<file path="config.mk">
export PLATFORM = sky130hd
export DESIGN_NAME = tsp_device_end_flat
export DESIGN_NICKNAME = d
export VERILOG_FILES = /design/src/logic/tsp_pkg.sv /design/src/logic/tsp_link_if.sv /design/src/logic/tsp_device_end.sv /design/src/flat_wrapper.sv
export SDC_FILE = /design/constraint.sdc
export NUM_CORES = 2
export LEC_CHECK = 0
export BUFFER_PORTS_ARGS = -buffer_cell sky130_fd_sc_hd__buf_2
export CAP_MARGIN = 20
export CORE_AREA = 2 2 480 482
export DETAILED_ROUTE_END_ITERATION = 6
export DIE_AREA = 0 0 482 484
export GPL_ROUTABILITY_DRIVEN = 0
export HOLD_SLACK_MARGIN = 0.06
export SLEW_MARGIN = 30
export SYNTH_ARGS = -nofsm -noshare
export SYNTH_HDL_FRONTEND = slang
export SYNTH_SLANG_ARGS = --single-unit
</file>
<file path="constraint.sdc">
create_clock -name clk -period 71.6 [get_ports clk]
set_input_delay 10.74 -clock clk [delete_from_list [all_inputs] [get_ports clk]]
set_output_delay 10.74 -clock clk [all_outputs]
set_load 0.1 [all_outputs]
</file>
<file path="src/logic/tsp_pkg.sv">
`default_nettype none
package tsp_pkg;
  localparam int MAX_DATA_W    = 256;
  localparam int MAX_BYTES     = MAX_DATA_W / 8;
  localparam int MAX_DWORDS    = MAX_DATA_W / 32;
  localparam int REQ_SB_W      = 88;
  localparam int CPL_SB_W      = 33;
  localparam int SB_LEAD_LSB   = 0;
  localparam int SB_TRAIL_LSB  = 4;
  localparam int SB_BYTEEN_LSB = 8;
  localparam int SB_SOP_BIT    = 40;
  localparam int SB_ABORT_BIT  = 41;
  localparam int SB_HINT_BIT   = 42;
  localparam int SB_HTYPE_LSB  = 43;
  localparam int SB_TAG_LSB    = 45;
  localparam int SB_PAR_LSB    = 53;
  localparam int CSB_ABORT_BIT = 0;
  localparam int CSB_PAR_LSB   = 1;
  localparam logic [3:0] MASK_ALL_ONES = 4'hF;

  function automatic logic [MAX_BYTES-1:0] tsp_odd_parity(input logic [MAX_DATA_W-1:0] d);
    logic [MAX_BYTES-1:0] p;
    p = '0;
    for (int i = 0; i < MAX_BYTES; i++)
    begin
      p[i] = ~^d[8*i +: 8];
    end
    return p;
  endfunction

  function automatic logic [MAX_BYTES-1:0] tsp_lane_mask(input int data_w);
    logic [MAX_BYTES-1:0] m;
    m = '0;
    for (int i = 0; i < MAX_BYTES; i++)
    begin
      m[i] = (i < data_w / 8);
    end
    return m;
  endfunction
endpackage
`default_nettype wire

</file>
<file path="src/logic/tsp_link_if.sv">
`timescale 1ns/1ps
`default_nettype none
interface tsp_link_if
  import tsp_pkg::*;
(
  input wire logic clk,     // Shared user clock.
  input wire logic sys_rst  // Asynchronous reset, active high.
);
  logic [MAX_DATA_W-1:0] req_out_data;
  logic [REQ_SB_W-1:0]   req_out_sideband;
  logic                  req_out_valid;
  logic                  req_out_ready;
  logic                  req_out_last;
  logic [MAX_DATA_W-1:0] cpl_in_data;
  logic [CPL_SB_W-1:0]   cpl_in_sideband;
  logic                  cpl_in_valid;
  logic                  cpl_in_ready;
  logic                  cpl_in_last;
  logic [MAX_DWORDS-1:0] cpl_in_dword_keep;

  modport device_end (
    input  clk, sys_rst, req_out_ready, cpl_in_data, cpl_in_sideband, cpl_in_valid,
           cpl_in_last, cpl_in_dword_keep,
    output req_out_data, req_out_sideband, req_out_valid, req_out_last, cpl_in_ready
  );
  modport user_end (
    input  clk, sys_rst, req_out_data, req_out_sideband, req_out_valid, req_out_last,
           cpl_in_ready,
    output req_out_ready, cpl_in_data, cpl_in_sideband, cpl_in_valid, cpl_in_last,
           cpl_in_dword_keep
  );
endinterface
`default_nettype wire

</file>
<file path="src/logic/tsp_device_end.sv">
`timescale 1ns/1ps
`default_nettype none
module tsp_device_end
#(
  parameter int DATA_W = 256
)
(
  tsp_link_if.device_end                 lnk,               // Link to the user end.
  input  wire logic                      rx_valid,          // Received beat offered.
  output logic                           rx_ready,          // Buffer can take a beat.
  input  wire logic [tsp_pkg::MAX_DATA_W-1:0] rx_data,      // Received beat data.
  input  wire logic                      rx_last,           // Last beat of packet.
  input  wire logic [3:0]                rx_lead_mask,      // Header first-Dword enables.
  input  wire logic [3:0]                rx_trail_mask,     // Header last-Dword enables.
  input  wire logic                      rx_atomic_or_msg,  // Atomic or message with data.
  input  wire logic                      rx_has_payload,    // Packet carries payload.
  input  wire logic                      rx_zero_len,       // Zero-length memory write.
  input  wire logic [tsp_pkg::MAX_BYTES-1:0] rx_payload_bytes, // Bytes that are payload.
  input  wire logic                      rx_fifo_err,       // Payload read error this beat.
  input  wire logic                      rx_hint_present,   // Processing hint present.
  input  wire logic [1:0]                rx_hint_kind,      // Hint PH value.
  input  wire logic [7:0]                rx_hint_steering_tag, // Hint steering tag.
  input  wire logic                      endpoint_mode,     // Device is an endpoint.
  output logic                           aer_report,        // Pulse: report error via AER.
  output logic                           internal_err,      // Pulse: uncorrectable error.
  output logic                           tx_valid,          // Completion beat to link.
  input  wire logic                      tx_ready,          // Link takes the beat.
  output logic [tsp_pkg::MAX_DATA_W-1:0] tx_data,           // Completion beat data.
  output logic [tsp_pkg::MAX_DWORDS-1:0] tx_keep,           // Valid Dwords of beat.
  output logic                           tx_last,           // Last completion beat.
  output logic                           tx_nullify         // Packet is to be nullified.
);
  import tsp_pkg::*;

  if (DATA_W != 64 && DATA_W != 128 && DATA_W != 256)
  begin : g_bad_width
    $error("DATA_W must be 64, 128 or 256.");
  end

  localparam int ENTRY_W = MAX_DATA_W + REQ_SB_W + 1;
  localparam logic [MAX_BYTES-1:0]  LANES = tsp_lane_mask(DATA_W);
  localparam logic [MAX_DWORDS-1:0] KEEP_LANES = MAX_DWORDS'(LANES >> 0) &
                                                 MAX_DWORDS'((1 << (DATA_W / 32)) - 1);
  localparam logic [MAX_DATA_W-1:0] DATA_LANES = MAX_DATA_W'({MAX_DATA_W{1'b1}} >>
                                                 (MAX_DATA_W - DATA_W));

  // Request path: sideband assembly in front of a two-entry buffer.
  logic                  in_pkt_reg;
  logic                  err_pend_reg;
  logic                  rx_take;
  logic                  first_beat;
  logic                  abort_now;
  logic [MAX_DATA_W-1:0] data_in;
  logic [REQ_SB_W-1:0]   sb_in;

  assign rx_take    = rx_valid && rx_ready;
  assign first_beat = !in_pkt_reg;
  assign data_in    = rx_data & DATA_LANES;
  assign abort_now  = rx_last && rx_has_payload && (err_pend_reg || rx_fifo_err);

  always_comb
  begin
    sb_in = '0;
    if (first_beat)
    begin
      sb_in[SB_LEAD_LSB +: 4]  = rx_atomic_or_msg ? MASK_ALL_ONES : rx_lead_mask;
      sb_in[SB_TRAIL_LSB +: 4] = rx_atomic_or_msg ? MASK_ALL_ONES : rx_trail_mask;
      sb_in[SB_HINT_BIT]       = rx_hint_present;
      sb_in[SB_HTYPE_LSB +: 2] = rx_hint_kind;
      sb_in[SB_TAG_LSB +: 8]   = rx_hint_steering_tag;
    end
    // Contiguity of the payload bytes comes from the source's byte marking.
    sb_in[SB_BYTEEN_LSB +: MAX_BYTES] = (rx_zero_len || !rx_has_payload) ? '0 :
                                        (rx_payload_bytes & LANES);
    sb_in[SB_SOP_BIT]   = first_beat;
    sb_in[SB_ABORT_BIT] = abort_now;
    sb_in[SB_PAR_LSB +: MAX_BYTES] = tsp_odd_parity(data_in) & LANES;
  end

  always_ff @(posedge lnk.clk or posedge lnk.sys_rst)
  begin
    if (lnk.sys_rst)
    begin
      in_pkt_reg   <= 1'b0;
      err_pend_reg <= 1'b0;
    end
    else if (rx_take)
    begin
      in_pkt_reg   <= !rx_last;
      err_pend_reg <= !rx_last && rx_has_payload && (err_pend_reg || rx_fifo_err);
    end
  end

  // Two entries let the buffer accept every cycle while the user keeps up,
  // and a user stall only pushes back on the source once both are full.
  logic [ENTRY_W-1:0] buf_mem [2];
  logic               wr_ptr_reg;
  logic               rd_ptr_reg;
  logic [1:0]         count_reg;
  logic               out_take;

  assign rx_ready = (count_reg != 2'h2);
  assign out_take = lnk.req_out_valid && lnk.req_out_ready;

  always_ff @(posedge lnk.clk or posedge lnk.sys_rst)
  begin
    if (lnk.sys_rst)
    begin
      wr_ptr_reg <= 1'b0;
      rd_ptr_reg <= 1'b0;
      count_reg  <= 2'h0;
    end
    else
    begin
      if (rx_take)
      begin
        wr_ptr_reg <= !wr_ptr_reg;
      end
      if (out_take)
      begin
        rd_ptr_reg <= !rd_ptr_reg;
      end
      count_reg <= count_reg + 2'(rx_take) - 2'(out_take);
    end
  end

  always_ff @(posedge lnk.clk or posedge lnk.sys_rst)
  begin
    if (lnk.sys_rst)
    begin
      buf_mem[0] <= '0;
      buf_mem[1] <= '0;
    end
    else if (rx_take)
    begin
      buf_mem[wr_ptr_reg] <= {rx_last, sb_in, data_in};
    end
  end

  // The head entry stays put until the user takes it.
  assign lnk.req_out_valid    = (count_reg != 2'h0);
  assign lnk.req_out_data     = buf_mem[rd_ptr_reg][MAX_DATA_W-1:0];
  assign lnk.req_out_sideband = buf_mem[rd_ptr_reg][MAX_DATA_W +: REQ_SB_W];
  assign lnk.req_out_last     = buf_mem[rd_ptr_reg][ENTRY_W-1];

  // Completion path: one output stage toward the link.
  logic                  tx_valid_reg;
  logic [MAX_DATA_W-1:0] tx_data_reg;
  logic [MAX_DWORDS-1:0] tx_keep_reg;
  logic                  tx_last_reg;
  logic                  tx_nullify_reg;
  logic                  bad_pkt_reg;
  logic                  cpl_take;
  logic                  cpl_abort;
  logic                  cpl_par_err;
  logic [MAX_BYTES-1:0]  cpl_par;

  assign lnk.cpl_in_ready = !tx_valid_reg || tx_ready;
  assign cpl_take  = lnk.cpl_in_valid && lnk.cpl_in_ready;
  // Abort is only looked at while ready is high.
  assign cpl_abort = lnk.cpl_in_sideband[CSB_ABORT_BIT];
  assign cpl_par   = lnk.cpl_in_sideband[CSB_PAR_LSB +: MAX_BYTES];

  // Checking stays on: there is no register through which to switch it off.
  logic parity_check_en;
  assign parity_check_en = 1'b1;

  assign cpl_par_err = parity_check_en &&
                       (((tsp_odd_parity(lnk.cpl_in_data) ^ cpl_par) & LANES) != '0);

  always_ff @(posedge lnk.clk or posedge lnk.sys_rst)
  begin
    if (lnk.sys_rst)
    begin
      bad_pkt_reg <= 1'b0;
    end
    else if (cpl_take)
    begin
      bad_pkt_reg <= !lnk.cpl_in_last && (bad_pkt_reg || cpl_abort || cpl_par_err);
    end
  end

  always_ff @(posedge lnk.clk or posedge lnk.sys_rst)
  begin
    if (lnk.sys_rst)
    begin
      tx_valid_reg   <= 1'b0;
      tx_data_reg    <= '0;
      tx_keep_reg    <= '0;
      tx_last_reg    <= 1'b0;
      tx_nullify_reg <= 1'b0;
    end
    else if (cpl_take)
    begin
      tx_valid_reg   <= 1'b1;
      tx_data_reg    <= lnk.cpl_in_data & DATA_LANES;
      tx_keep_reg    <= lnk.cpl_in_dword_keep & KEEP_LANES;
      tx_last_reg    <= lnk.cpl_in_last;
      tx_nullify_reg <= bad_pkt_reg || cpl_abort || cpl_par_err;
    end
    else if (tx_ready)
    begin
      tx_valid_reg <= 1'b0;
    end
  end

  assign tx_valid   = tx_valid_reg;
  assign tx_data    = tx_data_reg;
  assign tx_keep    = tx_keep_reg;
  assign tx_last    = tx_last_reg;
  assign tx_nullify = tx_nullify_reg;

  // Error reporting pulses.
  logic aer_reg;
  logic int_err_reg;

  always_ff @(posedge lnk.clk or posedge lnk.sys_rst)
  begin
    if (lnk.sys_rst)
    begin
      aer_reg     <= 1'b0;
      int_err_reg <= 1'b0;
    end
    else
    begin
      aer_reg <= endpoint_mode && ((rx_take && abort_now) ||
                 (cpl_take && cpl_abort && !bad_pkt_reg));
      int_err_reg <= cpl_take && cpl_par_err;
    end
  end

  assign aer_report   = aer_reg;
  assign internal_err = int_err_reg;
endmodule
`default_nettype wire

</file>
<file path="src/flat_wrapper.sv">
// flat-port wrapper written by rule: the top's interface ports become plain ports
module tsp_device_end_flat import tsp_pkg::*;
#(
  parameter int DATA_W = 256
)
  (rx_valid, rx_ready, rx_data, rx_last, rx_lead_mask, rx_trail_mask, rx_atomic_or_msg, rx_has_payload, rx_zero_len, rx_payload_bytes, rx_fifo_err, rx_hint_present, rx_hint_kind, rx_hint_steering_tag, endpoint_mode, aer_report, internal_err, tx_valid, tx_ready, tx_data, tx_keep, tx_last, tx_nullify, clk, sys_rst, lnk_req_out_ready, lnk_cpl_in_data, lnk_cpl_in_sideband, lnk_cpl_in_valid, lnk_cpl_in_last, lnk_cpl_in_dword_keep, lnk_req_out_data, lnk_req_out_sideband, lnk_req_out_valid, lnk_req_out_last, lnk_cpl_in_ready);
  tsp_link_if lnk_i (.clk(clk), .sys_rst(sys_rst));
  input  wire logic rx_valid;
  output logic rx_ready;
  input  wire logic [tsp_pkg::MAX_DATA_W-1:0] rx_data;
  input  wire logic rx_last;
  input  wire logic [3:0] rx_lead_mask;
  input  wire logic [3:0] rx_trail_mask;
  input  wire logic rx_atomic_or_msg;
  input  wire logic rx_has_payload;
  input  wire logic rx_zero_len;
  input  wire logic [tsp_pkg::MAX_BYTES-1:0] rx_payload_bytes;
  input  wire logic rx_fifo_err;
  input  wire logic rx_hint_present;
  input  wire logic [1:0] rx_hint_kind;
  input  wire logic [7:0] rx_hint_steering_tag;
  input  wire logic endpoint_mode;
  output logic aer_report;
  output logic internal_err;
  output logic tx_valid;
  input  wire logic tx_ready;
  output logic [tsp_pkg::MAX_DATA_W-1:0] tx_data;
  output logic [tsp_pkg::MAX_DWORDS-1:0] tx_keep;
  output logic tx_last;
  output logic tx_nullify;
  input wire logic clk;
  input wire logic sys_rst;
  input wire logic [$bits(lnk_i.req_out_ready)-1:0] lnk_req_out_ready;
  input wire logic [$bits(lnk_i.cpl_in_data)-1:0] lnk_cpl_in_data;
  input wire logic [$bits(lnk_i.cpl_in_sideband)-1:0] lnk_cpl_in_sideband;
  input wire logic [$bits(lnk_i.cpl_in_valid)-1:0] lnk_cpl_in_valid;
  input wire logic [$bits(lnk_i.cpl_in_last)-1:0] lnk_cpl_in_last;
  input wire logic [$bits(lnk_i.cpl_in_dword_keep)-1:0] lnk_cpl_in_dword_keep;
  output wire logic [$bits(lnk_i.req_out_data)-1:0] lnk_req_out_data;
  output wire logic [$bits(lnk_i.req_out_sideband)-1:0] lnk_req_out_sideband;
  output wire logic [$bits(lnk_i.req_out_valid)-1:0] lnk_req_out_valid;
  output wire logic [$bits(lnk_i.req_out_last)-1:0] lnk_req_out_last;
  output wire logic [$bits(lnk_i.cpl_in_ready)-1:0] lnk_cpl_in_ready;
  assign lnk_i.req_out_ready = lnk_req_out_ready;
  assign lnk_i.cpl_in_data = lnk_cpl_in_data;
  assign lnk_i.cpl_in_sideband = lnk_cpl_in_sideband;
  assign lnk_i.cpl_in_valid = lnk_cpl_in_valid;
  assign lnk_i.cpl_in_last = lnk_cpl_in_last;
  assign lnk_i.cpl_in_dword_keep = lnk_cpl_in_dword_keep;
  assign lnk_req_out_data = lnk_i.req_out_data;
  assign lnk_req_out_sideband = lnk_i.req_out_sideband;
  assign lnk_req_out_valid = lnk_i.req_out_valid;
  assign lnk_req_out_last = lnk_i.req_out_last;
  assign lnk_cpl_in_ready = lnk_i.cpl_in_ready;
  tsp_device_end #(.DATA_W(DATA_W)) u_core (.lnk(lnk_i), .rx_valid(rx_valid), .rx_ready(rx_ready), .rx_data(rx_data), .rx_last(rx_last), .rx_lead_mask(rx_lead_mask), .rx_trail_mask(rx_trail_mask), .rx_atomic_or_msg(rx_atomic_or_msg), .rx_has_payload(rx_has_payload), .rx_zero_len(rx_zero_len), .rx_payload_bytes(rx_payload_bytes), .rx_fifo_err(rx_fifo_err), .rx_hint_present(rx_hint_present), .rx_hint_kind(rx_hint_kind), .rx_hint_steering_tag(rx_hint_steering_tag), .endpoint_mode(endpoint_mode), .aer_report(aer_report), .internal_err(internal_err), .tx_valid(tx_valid), .tx_ready(tx_ready), .tx_data(tx_data), .tx_keep(tx_keep), .tx_last(tx_last), .tx_nullify(tx_nullify));
endmodule
</file>
==> metrics <==
Synth area leader=dfrtp_1; vias in the first global route=35.9k; Synth area leaders=dfrtp_1, mux2_2, nand2_1; setup bufs post-CTS=0; Yosys Warn Count=0; TNS Setup=0 ps; Peak Freq=44.9 MHz; CP Class=input pin to primary output; Initial Util=19.3%; die width=482 um; worst hold path class=register to register; gate count after technology mapping=4249; clock slew seen by the registers of the worst setup and hold paths=50 ps; Rel. slew slack=30.7%; num ports=1234; status=finished clean; async set-reset flop share out of synthesis=100%; Routed WL=210000 um; clock tree sinks=960; Synth top cells by count=nand2_1, dfrtp_1, mux2_2, xnor2_1, clkbuf_1; # port buffers=1230; share of layout cells above drive strength 1=38.3%; final period utilization=31.1%; DP HPWL=167000 um; Worst EP arrival=11530 ps; iteration-0 DRC count of the detailed router=3049; register area share after synthesis=54.5%; final setup fails=0; CP startpoint kind=input pin; Synth Area in Compound Gates=1.45%; max FFs per register=684; ys flop type=dfrtp_1; Vias/cell=4.21; crit end category=primary output; post-cts repair resize count=0; total gr overflow=0; die height=484 um; DR WL/cell=24.5 um; Max Fanout on Critical Path=4; cts hold-fix bufs=0; clk root buf=clkbuf_16; DRT antenna net count=0; EDFF count, synth=0; cts bufs inserted=111; Synth top area share=54.5%; Final #Nets=6030; DR vias=36.0k; Worst-Margin Slew=1030 ps; most frequent cell after synthesis=nand2_1; main combinational cell family by area after synthesis=multiplexers; synthesized cell area=44100 um^2; Hold Fails Final Rpt=0; Post-Synth Adder-Cell Area=0.0567%; GRT Total Usage=17.4%; Layout area overhead=30.6%; XOR/XNOR Fraction of Synth Area=9.88%; Max H-tree Level=3; Yosys reg bits=960; wire length of the first global-routing pass=286000 um; syn avg cell area=10.4 um^2; simple-gate portion of the synthesized area=15.9%; multiplexer area fraction after synthesis=16.1%; row count=176; CP required=60860 ps; largest net degree at the start of global routing=168; Max Slew Vio Count=0; RSZ-0062 raised after global routing=no; clock buffer depth=3; max_cap viols=0; TritonCTS clock tree=built; Post-route DRC=0; minimum clock period=22270 ps; Final Skew=59.8 ps; initial antenna violation count=98; drt pass-1 iters=5; Unique masters post-synth=32; Worst-Skew Late Latency=780 ps; core area=229000 um^2; setup slack, reg-to-reg=66330 ps; DIE AREA=233000 um^2
==> cell families (layout without fill, tap and decap cells) <==
family / Yosys count / in the layout
XOR/XNOR: 459 / 459
AND/OR/NAND/NOR: 1844 / 1844
flip-flops: 960 / 960
AO/OA/AOI/OAI: 122 / 122
adder cells (fa/ha/maj): 2 / 2
buffers and inverters: 230 / 1484
multiplexers: 631 / 631
other: 1 / 32
==> worst max-delay path, stage by stage <==
cell      delay, ps
buf_2            80
nand2b_1        220
buf_2           480
==> worst paths after layout <==
check                                     from                  end  cells past startpoint
setup / recovery                      tx_ready     lnk_cpl_in_ready                      3
hold / removal             u_core.buf_mem[426]  u_core.buf_mem[426]                      2
setup reg to reg           u_core.count_reg[0]  u_core.buf_mem[465]                      9
hold reg to reg            u_core.buf_mem[426]  u_core.buf_mem[426]                      2
max in group asynchronous              sys_rst  u_core.tx_data[138]                      6
min in group asynchronous              sys_rst   u_core.buf_mem[89]                      2
==> metal layers <==
layer,wire length [um],track usage [%],up-vias,part of all wire [%]
li1,-,-,15935,-
met1,89700,22.6,17856,43
met2,82500,23.4,1762,39
met3,29000,9.95,403,14
met4,8130,6.30,72,3.9
met5,740,0.725,-,0.35
==> cell type report <==
class                           count  area [um^2]
Sequential cell                   960        24000
Multi-Input combinational cell   3061        19200
Clock buffer                      153         3180
Antenna cell                       29         72.6
Inverter                            4         22.5
Tap cell                         3026         3790
Fill cell                       24399       171000
Clock inverter                     54          728
Timing Repair Buffer             1273         6600
==> per-stage QoR <==
step / hold slack [ps] / cell area [um^2] / std cells / util [%] / setup slack [ps]
after global routing: 486 / 57600 / 8536 / 25.2 / 49290
after CTS: 472 / 57500 / 8530 / 25.1 / 49330
final: 465 / 57600 / 8560 / 25.2 / 49330
after detailed placement: 457 / 53600 / 8323 / 23.4 / 49330
after global placement: 452 / 53500 / 8320 / 23.4 / 49340
after floorplan: 442 / 44100 / 4251 / - / 33860
==> layout by cell type (no fill, tap or decap), types with 17 or more instances in the layout <==
cell type	n
buf_2	1230
buf_4	30
clkbuf_1	19
clkbuf_16	112
clkbuf_8	22
clkinv_2	17
dfrtp_1	959
diode_2	29
mux2_2	631
nand2_1	1803
o21ai_0	101
xnor2_1	392
xnor3_1	23
xor2_1	41
Power is left out: the tool's default activity adds up to more than one toggle a clock period on the data nets, which glitch-free logic cannot reach.
